`config.mk`:
```
export PLATFORM = sky130hd
export DESIGN_NAME = obd_top
export DESIGN_NICKNAME = d
export VERILOG_FILES = /design/src/obd_pkg.sv /design/src/obd_nvstore.sv /design/src/obd_decode.sv /design/src/obd_top.sv
export SDC_FILE = /design/constraint.sdc
export NUM_CORES = 1
export LEC_CHECK = 0
export BUFFER_PORTS_ARGS = -buffer_cell sky130_fd_sc_hd__buf_4
export CORE_MARGIN = 5
export CORE_UTILIZATION = 35
export DETAILED_ROUTE_END_ITERATION = 16
export PLACE_DENSITY = 0.63
export RECOVER_POWER = 25
export SLEW_MARGIN = 20
export SYNTH_ARGS = -nofsm -noshare
export SYNTH_HDL_FRONTEND = slang
export SYNTH_SLANG_ARGS = --single-unit
```
`constraint.sdc`:
```
create_clock -name sys_clk -period 11.5 [get_ports sys_clk]
set_input_delay 1.15 -clock sys_clk [delete_from_list [all_inputs] [get_ports sys_clk]]
set_output_delay 1.15 -clock sys_clk [all_outputs]
set_load 0.05 [all_outputs]
```
`src/obd_pkg.sv`:
```
/*
  Shared constants for the option byte configuration decoder: bus offsets,
  option byte field positions, blank and erased values, decoded mode codes.
  Assumes a 32-bit Avalon-MM slave port with byte addresses.
*/
package obd_pkg;

  // Bus geometry
  localparam int OBD_AW = 10;
  localparam int OBD_DW = 32;

  // Register byte offsets
  localparam logic [OBD_AW-1:0] OFS_OPT0 = 10'h000;
  localparam logic [OBD_AW-1:0] OFS_OPT1 = 10'h004;
  localparam logic [OBD_AW-1:0] OFS_STAT = 10'h008;
  localparam logic [OBD_AW-1:0] OFS_PMEM = 10'h100;

  // Status register bit positions
  localparam int STAT_PROG_BIT = 0;
  localparam int STAT_ROM_BIT = 1;
  localparam int STAT_BUSY_BIT = 2;
  localparam int STAT_PROT_BIT = 3;

  // Option byte 0 fields
  localparam int OPT0_PROT_BIT = 0;
  localparam int OPT0_MAP_BIT = 1;

  // Option byte 1 fields
  localparam int OPT1_WSW_BIT = 0;
  localparam int OPT1_WHR_BIT = 1;
  localparam int OPT1_LVD_LSB = 2;
  localparam int OPT1_OSC_LSB = 4;
  localparam int OPT1_CFO_BIT = 7;

  // Array contents and hardwired defaults
  localparam logic [7:0] BLANK_BYTE = 8'hFF;
  localparam logic [7:0] ERASED_BYTE = 8'h00;
  localparam logic [7:0] ROM_OPT0_DEF = 8'hFE;
  localparam logic [7:0] ROM_OPT1_DEF = 8'hEF;
  localparam int PMEM_DEPTH_DEF = 16;

  // Main oscillator kinds
  typedef enum logic [2:0] {
    OSC_HIGH_SPEED_RESONATOR = 3'h0,
    OSC_MEDIUM_SPEED_RESONATOR = 3'h1,
    OSC_MEDIUM_POWER_RESONATOR = 3'h2,
    OSC_LOW_POWER_RESONATOR = 3'h3,
    OSC_EXT_RC = 3'h4,
    OSC_INT_RC = 3'h6,
    OSC_EXT_CLOCK = 3'h7
  } obd_osc_t;

  // Low-voltage detector settings
  typedef enum logic [1:0] {
    LVD_LOWEST = 2'h0,
    LVD_MEDIUM = 2'h1,
    LVD_HIGHEST = 2'h2,
    LVD_OFF = 2'h3
  } obd_lvd_t;

  // Bus slave states
  typedef enum logic [1:0] {
    BUS_IDLE = 2'h0,
    BUS_RESP = 2'h1,
    BUS_ERASE = 2'h2
  } obd_bus_t;

endpackage : obd_pkg

```
`src/obd_nvstore.sv`:
```
/*
  Non-volatile store: two option bytes and a small program memory array,
  with a sequenced full erase. Factory-coded builds hold hardwired values.
  Assumes single-cycle write strobes from the bus slave.
*/
`timescale 1ns/100ps
module obd_nvstore #(
  parameter int PMEM_DEPTH = obd_pkg::PMEM_DEPTH_DEF,
  parameter bit FACTORY = 1'b0,
  parameter logic [7:0] ROM_OPT0 = obd_pkg::ROM_OPT0_DEF,
  parameter logic [7:0] ROM_OPT1 = obd_pkg::ROM_OPT1_DEF
) (
  input wire logic sys_clk,
  input wire logic sys_rst,
  input wire logic nv_blank,
  input wire logic wr_opt0,
  input wire logic wr_opt1,
  input wire logic wr_pmem,
  input wire logic [$clog2(PMEM_DEPTH)-1:0] wr_index,
  input wire logic [7:0] wr_data,
  input wire logic erase_start,
  input wire logic [$clog2(PMEM_DEPTH)-1:0] rd_index,
  output logic [7:0] opt0,
  output logic [7:0] opt1,
  output logic [7:0] pmem_rd,
  output logic erase_busy
);
  import obd_pkg::*;

  localparam int IW = $clog2(PMEM_DEPTH);
  localparam logic [IW-1:0] LAST_IDX = IW'(PMEM_DEPTH - 1);

  logic [7:0] opt0_q, opt0_d, opt1_q, opt1_d;
  logic [7:0] pmem_q [PMEM_DEPTH];
  logic [7:0] pmem_d [PMEM_DEPTH];
  logic busy_q, busy_d;
  logic [IW-1:0] cnt_q, cnt_d;

  // Next contents: blank load, erase walk, then programming writes
  always_comb begin
    opt0_d = opt0_q;
    opt1_d = opt1_q;
    pmem_d = pmem_q;
    busy_d = busy_q;
    cnt_d = cnt_q;
    if (sys_rst) begin
      busy_d = 1'b0;
      cnt_d = '0;
      if (nv_blank) begin
        opt0_d = BLANK_BYTE;
        opt1_d = BLANK_BYTE;
        for (int i = 0; i < PMEM_DEPTH; i++) pmem_d[i] = BLANK_BYTE;
      end
    end else if (busy_q) begin
      pmem_d[cnt_q] = ERASED_BYTE;
      cnt_d = cnt_q + IW'(1);
      if (cnt_q == LAST_IDX) begin
        opt0_d = ERASED_BYTE; // Protection drops on the same edge that clears the last array entry
        opt1_d = ERASED_BYTE;
        busy_d = 1'b0;
        cnt_d = '0;
      end
    end else if (!FACTORY) begin
      if (erase_start) busy_d = 1'b1;
      else if (wr_opt0) opt0_d = wr_data;
      else if (wr_opt1) opt1_d = wr_data;
      else if (wr_pmem) pmem_d[wr_index] = wr_data;
    end
  end

  // Store registers
  always_ff @(posedge sys_clk) begin
    opt0_q <= opt0_d;
    opt1_q <= opt1_d;
    pmem_q <= pmem_d;
    busy_q <= busy_d;
    cnt_q <= cnt_d;
  end

  // Hardwired option values win in factory-coded builds
  assign opt0 = FACTORY ? ROM_OPT0 : opt0_q;
  assign opt1 = FACTORY ? ROM_OPT1 : opt1_q;
  assign pmem_rd = pmem_q[rd_index];
  assign erase_busy = busy_q;

endmodule : obd_nvstore

```
`src/obd_decode.sv`:
```
/*
  Combinational decode of the two option bytes into configuration fields.
  Assumes the caller registers the results.
*/
`timescale 1ns/100ps
module obd_decode (
  input wire logic [7:0] opt0,
  input wire logic [7:0] opt1,
  output logic ext_irq_map_select,
  output logic readout_protect,
  output logic clock_filter_off,
  output logic [2:0] clock_source_select,
  output obd_pkg::obd_osc_t osc_kind,
  output obd_pkg::obd_lvd_t low_voltage_detect_select,
  output logic watchdog_halt_reset,
  output logic watchdog_software_mode
);
  import obd_pkg::*;

  // Plain field extraction
  assign ext_irq_map_select = opt0[OPT0_MAP_BIT];
  assign readout_protect = opt0[OPT0_PROT_BIT];
  assign clock_filter_off = opt1[OPT1_CFO_BIT];
  assign clock_source_select = opt1[OPT1_OSC_LSB +: 3];
  assign low_voltage_detect_select = obd_lvd_t'(opt1[OPT1_LVD_LSB +: 2]);
  assign watchdog_halt_reset = opt1[OPT1_WHR_BIT];
  assign watchdog_software_mode = opt1[OPT1_WSW_BIT];

  // Oscillator kind; both external RC codes collapse to one kind
  always_comb begin
    case (clock_source_select)
      3'h7: osc_kind = OSC_EXT_CLOCK;
      3'h6: osc_kind = OSC_INT_RC;
      3'h5, 3'h4: osc_kind = OSC_EXT_RC;
      3'h3: osc_kind = OSC_LOW_POWER_RESONATOR;
      3'h2: osc_kind = OSC_MEDIUM_POWER_RESONATOR;
      3'h1: osc_kind = OSC_MEDIUM_SPEED_RESONATOR;
      default: osc_kind = OSC_HIGH_SPEED_RESONATOR;
    endcase
  end

endmodule : obd_decode

```
`src/obd_top.sv`:
```
/*
  Option byte configuration decoder top: programming-mode Avalon-MM slave,
  non-volatile option store, configuration sampled at reset, interrupt
  vector mapping and watchdog halt reset request.
  Assumes all inputs synchronous to sys_clk and a synchronous high reset.
*/
// The address map and the Avalon-MM slave port were decided locally.
// Operation
// - Option bytes are reachable only in programming mode, never by the processor.
// - A blank user-programmable part reads all ones until programmed; here program memory reads zero, since the blank protect bit blocks it.
// - Factory-coded parts use hardwired options that programming cannot change.
// - Map bit chooses whether port C lines join vector 0 or vector 1.
// - Protect bit set blocks outside reads of program memory.
// - Clearing protection erases all program memory and option bytes to zero first.
// - Clock filter bit zero enables the filter, one disables it.
// - Three oscillator bits select the main clock source kind.
// - Two detector bits select off or one of three thresholds.
// - Halt reset bit makes halt entry reset while the watchdog runs.
// - Watchdog mode bit zero forces the watchdog on by hardware.
`timescale 1ns/100ps
module obd_top #(
  parameter int PMEM_DEPTH = obd_pkg::PMEM_DEPTH_DEF,
  parameter bit FACTORY = 1'b0,
  parameter logic [7:0] ROM_OPT0 = obd_pkg::ROM_OPT0_DEF,
  parameter logic [7:0] ROM_OPT1 = obd_pkg::ROM_OPT1_DEF
) (
  input wire logic sys_clk,
  input wire logic sys_rst,
  input wire logic nv_blank,
  input wire logic prog_mode,
  input wire logic [obd_pkg::OBD_AW-1:0] avs_address,
  input wire logic avs_read,
  input wire logic avs_write,
  input wire logic [obd_pkg::OBD_DW-1:0] avs_writedata,
  input wire logic [3:0] avs_byteenable,
  output logic [obd_pkg::OBD_DW-1:0] avs_readdata,
  output logic avs_waitrequest,
  input wire logic [7:0] port_a_irq,
  input wire logic [7:0] port_b_irq,
  input wire logic [5:0] port_c_irq,
  output logic ext_irq0_req,
  output logic ext_irq1_req,
  input wire logic halt_entry,
  input wire logic watchdog_sw_enable,
  output logic halt_reset_req,
  output logic ext_irq_map_select,
  output logic readout_protect,
  output logic clock_filter_off,
  output logic [2:0] clock_source_select,
  output obd_pkg::obd_osc_t osc_kind,
  output logic low_voltage_detect_enable,
  output obd_pkg::obd_lvd_t low_voltage_detect_select,
  output logic watchdog_halt_reset,
  output logic watchdog_software_mode,
  output logic watchdog_hw_enable
);
  import obd_pkg::*;

  localparam int IW = $clog2(PMEM_DEPTH);

  // True when a word-aligned byte address falls inside the program memory window
  function automatic logic pmem_hit(input logic [OBD_AW-1:0] a);
    pmem_hit = (a >= OFS_PMEM) && (a < OFS_PMEM + OBD_AW'(4 * PMEM_DEPTH))
      && (a[1:0] == 2'h0);
  endfunction : pmem_hit

  // Word index of a program memory byte address
  function automatic logic [IW-1:0] pmem_idx(input logic [OBD_AW-1:0] a);
    logic [OBD_AW-1:0] off;
    off = a - OFS_PMEM;
    pmem_idx = off[IW+1:2];
  endfunction : pmem_idx

  // Store interface
  logic [7:0] opt0, opt1, pmem_rd;
  logic erase_busy;
  logic wr_opt0, wr_opt1, wr_pmem, erase_start;

  // Decoded, not yet sampled
  logic dec_map, dec_prot, dec_cfo, dec_whr, dec_wsw;
  logic [2:0] dec_osc_sel;
  obd_osc_t dec_osc_kind;
  obd_lvd_t dec_lvd;

  // Bus slave state
  obd_bus_t st_q, st_d;
  logic wait_q, wait_d;
  logic [OBD_DW-1:0] rdata_q, rdata_d;

  // Sampled configuration
  logic map_q, map_d, prot_q, prot_d, cfo_q, cfo_d;
  logic whr_q, whr_d, wsw_q, wsw_d, lvd_en_q, lvd_en_d, hw_wdg_q, hw_wdg_d;
  logic [2:0] osc_sel_q, osc_sel_d;
  obd_osc_t osc_kind_q, osc_kind_d;
  obd_lvd_t lvd_q, lvd_d;

  // Run-time outputs
  logic irq0_q, irq0_d, irq1_q, irq1_d, halt_rst_q, halt_rst_d;

  obd_nvstore #(
    .PMEM_DEPTH(PMEM_DEPTH),
    .FACTORY(FACTORY),
    .ROM_OPT0(ROM_OPT0),
    .ROM_OPT1(ROM_OPT1)
  ) u_store (
    .sys_clk(sys_clk),
    .sys_rst(sys_rst),
    .nv_blank(nv_blank),
    .wr_opt0(wr_opt0),
    .wr_opt1(wr_opt1),
    .wr_pmem(wr_pmem),
    .wr_index(pmem_idx(avs_address)),
    .wr_data(avs_writedata[7:0]),
    .erase_start(erase_start),
    .rd_index(pmem_idx(avs_address)),
    .opt0(opt0),
    .opt1(opt1),
    .pmem_rd(pmem_rd),
    .erase_busy(erase_busy)
  );

  obd_decode u_decode (
    .opt0(opt0),
    .opt1(opt1),
    .ext_irq_map_select(dec_map),
    .readout_protect(dec_prot),
    .clock_filter_off(dec_cfo),
    .clock_source_select(dec_osc_sel),
    .osc_kind(dec_osc_kind),
    .low_voltage_detect_select(dec_lvd),
    .watchdog_halt_reset(dec_whr),
    .watchdog_software_mode(dec_wsw)
  );

  // Bus slave: decode, write strobes, read data, erase wait
  always_comb begin
    st_d = st_q;
    rdata_d = rdata_q;
    wr_opt0 = 1'b0;
    wr_opt1 = 1'b0;
    wr_pmem = 1'b0;
    erase_start = 1'b0;
    case (st_q)
      BUS_IDLE: begin
        if (avs_write) begin
          st_d = BUS_RESP;
          // Writes outside programming mode are silently dropped
          if (prog_mode && avs_byteenable[0]) begin
            if (avs_address == OFS_OPT0) begin
              if (opt0[OPT0_PROT_BIT] && !avs_writedata[OPT0_PROT_BIT] && !FACTORY) begin
                erase_start = 1'b1;
                st_d = BUS_ERASE;
              end else begin
                wr_opt0 = 1'b1;
              end
            end else if (avs_address == OFS_OPT1) begin
              wr_opt1 = 1'b1;
            end else if (pmem_hit(avs_address)) begin
              wr_pmem = 1'b1;
            end
          end
        end else if (avs_read) begin
          st_d = BUS_RESP;
          rdata_d = '0;
          if (avs_address == OFS_STAT) begin
            rdata_d[STAT_PROG_BIT] = prog_mode;
            rdata_d[STAT_ROM_BIT] = FACTORY;
            rdata_d[STAT_BUSY_BIT] = erase_busy;
            rdata_d[STAT_PROT_BIT] = dec_prot;
          end else if (prog_mode) begin
            if (avs_address == OFS_OPT0) rdata_d[7:0] = opt0;
            else if (avs_address == OFS_OPT1) rdata_d[7:0] = opt1;
            else if (pmem_hit(avs_address) && !dec_prot) rdata_d[7:0] = pmem_rd;
          end
        end
      end
      BUS_ERASE: begin
        // Hold the master off until the whole array reads zero
        if (!erase_busy) st_d = BUS_RESP;
      end
      BUS_RESP: st_d = BUS_IDLE;
      default: st_d = BUS_IDLE;
    endcase
    if (sys_rst) begin
      st_d = BUS_IDLE;
      rdata_d = '0;
    end
    wait_d = (st_d != BUS_RESP);
  end

  // Bus slave registers
  always_ff @(posedge sys_clk) begin
    st_q <= st_d;
    wait_q <= wait_d;
    rdata_q <= rdata_d;
  end

  // Configuration follows the store only while reset is held
  always_comb begin
    map_d = map_q;
    prot_d = prot_q;
    cfo_d = cfo_q;
    osc_sel_d = osc_sel_q;
    osc_kind_d = osc_kind_q;
    lvd_d = lvd_q;
    lvd_en_d = lvd_en_q;
    whr_d = whr_q;
    wsw_d = wsw_q;
    hw_wdg_d = hw_wdg_q;
    if (sys_rst) begin
      map_d = dec_map;
      prot_d = dec_prot;
      cfo_d = dec_cfo;
      osc_sel_d = dec_osc_sel;
      osc_kind_d = dec_osc_kind;
      lvd_d = dec_lvd;
      lvd_en_d = (dec_lvd != LVD_OFF);
      whr_d = dec_whr;
      wsw_d = dec_wsw;
      hw_wdg_d = !dec_wsw;
    end
  end

  // Configuration registers
  always_ff @(posedge sys_clk) begin
    map_q <= map_d;
    prot_q <= prot_d;
    cfo_q <= cfo_d;
    osc_sel_q <= osc_sel_d;
    osc_kind_q <= osc_kind_d;
    lvd_q <= lvd_d;
    lvd_en_q <= lvd_en_d;
    whr_q <= whr_d;
    wsw_q <= wsw_d;
    hw_wdg_q <= hw_wdg_d;
  end

  // Interrupt vector requests and halt reset request
  always_comb begin
    irq0_d = (|port_a_irq) | (!map_q & (|port_c_irq));
    irq1_d = (|port_b_irq) | (map_q & (|port_c_irq));
    halt_rst_d = halt_entry & whr_q & (hw_wdg_q | watchdog_sw_enable);
    if (sys_rst) begin
      irq0_d = 1'b0;
      irq1_d = 1'b0;
      halt_rst_d = 1'b0;
    end
  end

  // Run-time output registers
  always_ff @(posedge sys_clk) begin
    irq0_q <= irq0_d;
    irq1_q <= irq1_d;
    halt_rst_q <= halt_rst_d;
  end

  // Outputs straight from flip-flops
  assign avs_readdata = rdata_q;
  assign avs_waitrequest = wait_q;
  assign ext_irq0_req = irq0_q;
  assign ext_irq1_req = irq1_q;
  assign halt_reset_req = halt_rst_q;
  assign ext_irq_map_select = map_q;
  assign readout_protect = prot_q;
  assign clock_filter_off = cfo_q;
  assign clock_source_select = osc_sel_q;
  assign osc_kind = osc_kind_q;
  assign low_voltage_detect_enable = lvd_en_q;
  assign low_voltage_detect_select = lvd_q;
  assign watchdog_halt_reset = whr_q;
  assign watchdog_software_mode = wsw_q;
  assign watchdog_hw_enable = hw_wdg_q;

endmodule : obd_top

```
# Word level (Yosys, flattened, before mapping)
# Cells that the tools add are included.
op_classes:
  multipliers: 0
  n_lt_le_gt_ge: 6
  n_eq_ne: 18
  bitwise_logic: 12
  shift: 0
  n_mux: 66
  n_reduce_logical: 25
  n_div: 0
  add_sub_neg: 2
ops:
  columns: ["op", "n"]
  rows:
  - ["$mux 128", 7]
  - ["$mux 8", 19]
  - ["$and 128x128->128", 1]
  - ["$bwmux 128", 1]
  - ["$not 128->128", 1]
  - ["$demux 8 s4", 2]
  - ["$bmux 8 s4", 1]
  - ["$mux 1", 24]
  - ["$pmux 3 s6", 1]
  - ["$reduce_or 8->1", 2]
  - ["$mux 2", 7]
  - ["$eq 3x3->1 const B", 4]
  - ["$mux 4", 3]
  - ["$eq 10x3->1 const B", 1]
  - ["$eq 10x4->1 const B", 1]
  - ["$ge 10x9->1 const B", 1]
  - ["$ge 5x5->1 const B", 2]
  - ["$logic_not 10->1", 1]
  - ["$lt 10x9->1 const B", 1]
  - ["$lt 5x1->1 const B", 2]
  - ["$not 4->5", 2]
  - ["$reduce_and 5->1", 2]
  - ["$ne 3x3->1 const B", 3]
  - ["$reduce_bool 3->1", 3]
  - ["other kinds (20)", 37]
word_totals:
  reg_bits: 178
  romBits: 0
  mem_count: 0
  wordCells: 165
  ram_bits: 0
  out_inout_bits: 51
  latchBits: 0

# Depth between registers and ports, before layout
logic_depth:
  depth_word: 15
  depth_mapped: 8

# Cells and area by module
# Synthesis repeated with hierarchy kept, for this count alone.
unflattened:
  hier_cells: 947
  area_unflattened_um2: 10905.5
by_module_without_submodules:
  columns: ["module", "area_each_um2", "cells_per_inst", "n_inst", "seq_area_each_um2"]
  rows:
  - ["obd_nvstore", 9183.8, 765, 1, 4424.2]
  - ["obd_top", 1627.8, 168, 1, 730.7]
  - ["obd_decode", 93.8, 14, 1, 0.0]

# Least setup slack after synthesis
# Ideal clock, no wire load.
synth_timing:
  kind: "input-to-reg"
  startpoint: "input port sys_rst"
  endpoint: "register u_store.pmem_q[0] in the netlist's numbering (enable)"
  slack_ps: 19
  t_arrival_ps: 10689
  stages: 4
  path_cell_list: "clkbuf_1 -> clkbuf_1 -> clkbuf_1 -> o21ai_0"
synth_between:
  elab_chain_cells: 2
synth_lines:
  columns: ["item", "line_no", "source"]
  rows:
  - ["from (decl)", "obd_top.sv:28", "input wire logic sys_rst,"]
  - ["$ne 3x3->1 (no source line) (tied with other cells)", null, null]
  - ["$reduce_and 5->1 (no source line) *", null, null]
  - ["to (signal assigned)", "obd_nvstore.sv:75", "pmem_q <= pmem_d;"]
  - ["to (decl)", "obd_nvstore.sv:34", "logic [7:0] pmem_q [PMEM_DEPTH];"]
# Every way passes the cells marked *; elsewhere a longest branch is shown, timed or not.
# A chain may end at the register's enable or synchronous reset.

# Final worst setup path
layout_timing:
  startpoint: "input port sys_rst"
  endpoint: "register u_store.pmem_q[10] in the netlist's numbering (data pin)"
layout_between:
  elab_chain_cells: 1
layout_lines:
  columns: ["item", "line_no", "source"]
  rows:
  - ["$mux 128", "obd_nvstore.sv:46", "if (sys_rst) begin"]
# Every way passes these cells.

==> reports/qor_table.md <==
| Metric | Value |
| --- | --- |
| Clock edge transition at the registers on the reported setup and hold paths | 0.07 ns |
| FF-to-FF setup slack | 8.09 ns |
| Max Buffers Root-to-Sink | 2 |
| Sum Neg Setup Slack | 0 ns |
| Via count of the first global-routing pass | 7,407 |
| Top cells by area in the synthesized netlist | sky130_fd_sc_hd__edfxtp_1 46%, sky130_fd_sc_hd__mux2i_1 13%, sky130_fd_sc_hd__a21oi_1 7.5% |
| Fraction of final layout cells sized beyond drive strength 1 | 14.0% |
| Cell count along the critical path | 5 |
| Number of DRC violations after detailed routing | 0 |
| Crit path cell chain | clkbuf_1 -> clkbuf_1 -> clkbuf_1 -> a21oi_1 -> o21ai_0 |
| Endpoints failing hold | 0 |
| Buffers plus inverters on the worst setup path | 3 |
| GRT Resource Usage Total | 16.9% |
| Reported max-cap violation count | 2 |
| Number of cells traversed by the worst register-to-register path | 5 |
| CP startpoint kind | primary input |
| Area share of the largest cell type after synthesis | 45.7% |
| 1st-iter DRT viols | 990 |
| Residual overflow from global routing | 0 |
| CTS Buf Count | 17 |
| Worst-path fanout max | 90 |
| Start of the worst register-to-register path | st_q[0] |
| Post-DP HPWL | 17,900 um |
| Largest net degree at the start of global routing | 91 |
| Initial cell density of the core | 35.4% |
| Power density relative to cell area | 129 nW/um^2 |
| Number of ports placed on the die boundary | 127 |
| Cell occurring most often along the worst timing path | sky130_fd_sc_hd__clkbuf_1 |
| Count of state elements after synthesis | 178 |
| Insertion delay to the later sink of the worst-skew pair | 0.43 ns |
| Highest-count cells in the layout ignoring fill and taps | 159 x sky130_fd_sc_hd__edfxtp_1, 157 x sky130_fd_sc_hd__a21oi_1, 136 x sky130_fd_sc_hd__mux2i_1 |
| Hold_buf cts | 0 |
| Total number of yosys warnings | 0 |
| Last weighted congestion value of the routability-driven placer | 0.850 |
| Post-Syn Instances | 919 |
| Top FF cell, synth | sky130_fd_sc_hd__edfxtp_1 |
| Clock tree from TritonCTS | yes |
| Post-synth EDFFs | 159 |
| Crit path kind | in2reg |
| Std-Cell Rows | 63 |
| Proportion of register bits with asynchronous set or reset after synthesis | 0% |
| Category of the worst setup path capture point | flop |
| Mean area per synthesized cell | 11.4 um^2 |
| Result of the run | finished with violations |
| First-pass GRT wire length | 44,700 um |
| Leakage power total | 4.11 nW |
| Quantity of gates resized following cts | 0 |
| Family with the most delay on the worst path | buffers and inverters |
| Number of distinct library cell variants in the gate-level netlist after synthesis | 65 |
| Maximum frequency from static timing analysis | 0.139 GHz |
| Most common library cell in the layout ignoring fill and taps | sky130_fd_sc_hd__edfxtp_1 |
| Worst setup skew after layout | 0.0108 ns |
| Die area | 33,400 um^2 |
| Area grow syn2layout | 10.9% |
| CTS HTree Levels | 4 |
| Cell type with the largest total area after synthesis | sky130_fd_sc_hd__edfxtp_1 |
| Launching element of the worst setup path | sys_rst |
| Routed wire per std cell | 21.5 um |
| Pin slew with the least headroom to its limit | 4.44 ns |
| Longest individual stage delay on the worst path | 3.15 ns |
| Fin. max-slew vios | 168 |
| Worst endpoint required time | 11.76 ns |
| Final min period | 7.21 ns |
| Final design utilization | 39.2% |
| Total of fill cells in the finished design | 2,832 |
| Final Cycle Share | 62.7% |
| Die extent in x | 183 um |
| Clock tree sinks | 178 |
| Violations in the final reports | max-capacitance violations, max-slew violations |
| CTS root buf | sky130_fd_sc_hd__clkbuf_16 |
| Number of port buffers | 75 |
| DRT antenna net count | 0 |
| Slowest stage cell, crit path | sky130_fd_sc_hd__clkbuf_1 |
| Setup Slack @ Placement | 7.05 ns |
| Maximum vdd drop | 0.0964 mV |
| Final Setup Violations | 0 |
| Post-CTS setup buffer count | 0 |
| Sequential fraction of the synthesis area | 49.3% |
| Nets | 1,028 |
| Area taken by multi-input logic gates | 4810 um^2 |
| Length of the first detailed-routing pass in iterations | 5 |
| End of the critical path | u_store.pmem_q[10] |
| Minimum setup slack in the final design | 4.29 ns |
| Synthesized area | 10,500 um^2 |
| Placeable Area | 29,600 um^2 |
| Die H | 183 um |
| R2r endpoint | u_store.pmem_q[94] |
| Class of the most critical hold timing path | reg2reg |
| Max-slew headroom at the worst pin | -196% |
| Sequential cell area in the final layout | 5160 um^2 |
| Detailed-route vias per instance | 5.74 |
| Critical path arrival | 7.46 ns |
| Setup repair after global routing missed its margin | false |
| Antenna violations before repair | 0 |
| Detailed-route wire length | 29,100 um |
| Count of inserted antenna diode cells | 0 |
| Via count | 7,761 |
worst reg2reg max path: stages (launching register included):
cell	delay [ns]
sky130_fd_sc_hd__dfxtp_1	0.35
sky130_fd_sc_hd__nor4b_1	0.69
sky130_fd_sc_hd__a41oi_1	0.26
sky130_fd_sc_hd__o21ai_4	0.17
sky130_fd_sc_hd__buf_4	0.69
sky130_fd_sc_hd__buf_4	0.82
cells in the mapped netlist, types with 6 or more instances:
cell type	n
sky130_fd_sc_hd__mux4_2	16
sky130_fd_sc_hd__mux2_2	7
sky130_fd_sc_hd__mux4_1	8
sky130_fd_sc_hd__mux2i_1	136
sky130_fd_sc_hd__nor2_1	20
sky130_fd_sc_hd__o2111ai_1	6
sky130_fd_sc_hd__and3_1	7
sky130_fd_sc_hd__dfxtp_1	19
sky130_fd_sc_hd__buf_2	7
sky130_fd_sc_hd__o21ai_1	19
sky130_fd_sc_hd__nand3_1	8
sky130_fd_sc_hd__a21o_1	8
sky130_fd_sc_hd__o21ai_0	120
sky130_fd_sc_hd__clkbuf_1	47
sky130_fd_sc_hd__buf_4	27
sky130_fd_sc_hd__nor2b_1	8
sky130_fd_sc_hd__inv_1	9
sky130_fd_sc_hd__a21oi_1	157
sky130_fd_sc_hd__nor4_1	6
sky130_fd_sc_hd__buf_6	6
sky130_fd_sc_hd__nand2_2	8
sky130_fd_sc_hd__edfxtp_1	159
sky130_fd_sc_hd__nand2_1	18
sky130_fd_sc_hd__a31oi_1	6
sky130_fd_sc_hd__buf_1	7
report_power, final:
group | leakage (nW) | switching (mW) | internal [mW]
combinational | 2.30 | 0.118 | 0.0596
sequential | 1.53 | 0.0128 | 0.729
clock | 0.283 | 0.270 | 0.310
total | 4.11 | 0.401 | 1.10
state kept, by name (all words and copies together) (netlist names), 2 cells and up:
signal and count:
avs_readdata 8, clock_source_select 3, low_voltage_detect_select 2, osc_kind 3, st_q 2, u_store.cnt_q 4, u_store.opt0 8, u_store.opt1 8
u_store.pmem_q 128
final cells by class:
class	instances	share of cell area, %
Clock buffer	19	4.10
Tap cell	390	4.21
Sequential cell	178	44.5
Inverter	11	0.356
Multi-Input combinational cell	657	41.5
Clock inverter	13	0.949
Timing Repair Buffer	83	4.40
how the worst min path moves through the flow:
stage | start | endpoint | slack (ns) | cells after the start
6_report | u_store.opt1[0] | watchdog_software_mode | 0.45 | 0
5_1_grt | u_store.opt1[0] | watchdog_software_mode | 0.45 | 0
4_1_cts | u_store.opt1[0] | watchdog_software_mode | 0.45 | 0
3_5_place_dp | u_store.opt1[0] | watchdog_software_mode | 0.43 | 0
3_3_place_gp | u_store.opt1[0] | watchdog_software_mode | 0.43 | 0
2_1_floorplan | u_store.opt1[0] | watchdog_software_mode | 0.43 | 0
metrics by stage:
step           power [mW]  instance area, um^2  hold WS, ns  cells
3_3_place_gp        0.928                11100        0.432   1319
2_1_floorplan       0.892                10500        0.426    942
3_5_place_dp        0.931                11100        0.432   1319
4_1_cts              1.50                11700        0.448   1351
5_1_grt              1.55                11600        0.453   1351
6_report             1.50                11600        0.446   1351
metal layers:
| layer | vias to the layer above | global-route usage [%] | share of wire, % |
|---|---|---|---|
| met5 | - | 0 | 0 |
| met4 | 0 | 3.25 | 1.1 |
| met3 | 18 | 4.20 | 8.0 |
| met2 | 311 | 26.2 | 45 |
| met1 | 3850 | 24.5 | 45 |
| li1 | 3582 | - | - |
cell families (layout without fill, tap and decap cells):
group,Yosys count,in the layout,synth area share (%)
flops,178,178,49.3
other cells,1,24,0.0359
buf+inv,107,126,5.58
mux,168,168,19.3
fa+ha+maj,4,4,0.479
xor+xnor,1,1,0.0838
simple gates,111,111,6.97
compound gates,349,349,18.2
Note: power is estimated with default switching activity, not from simulation.
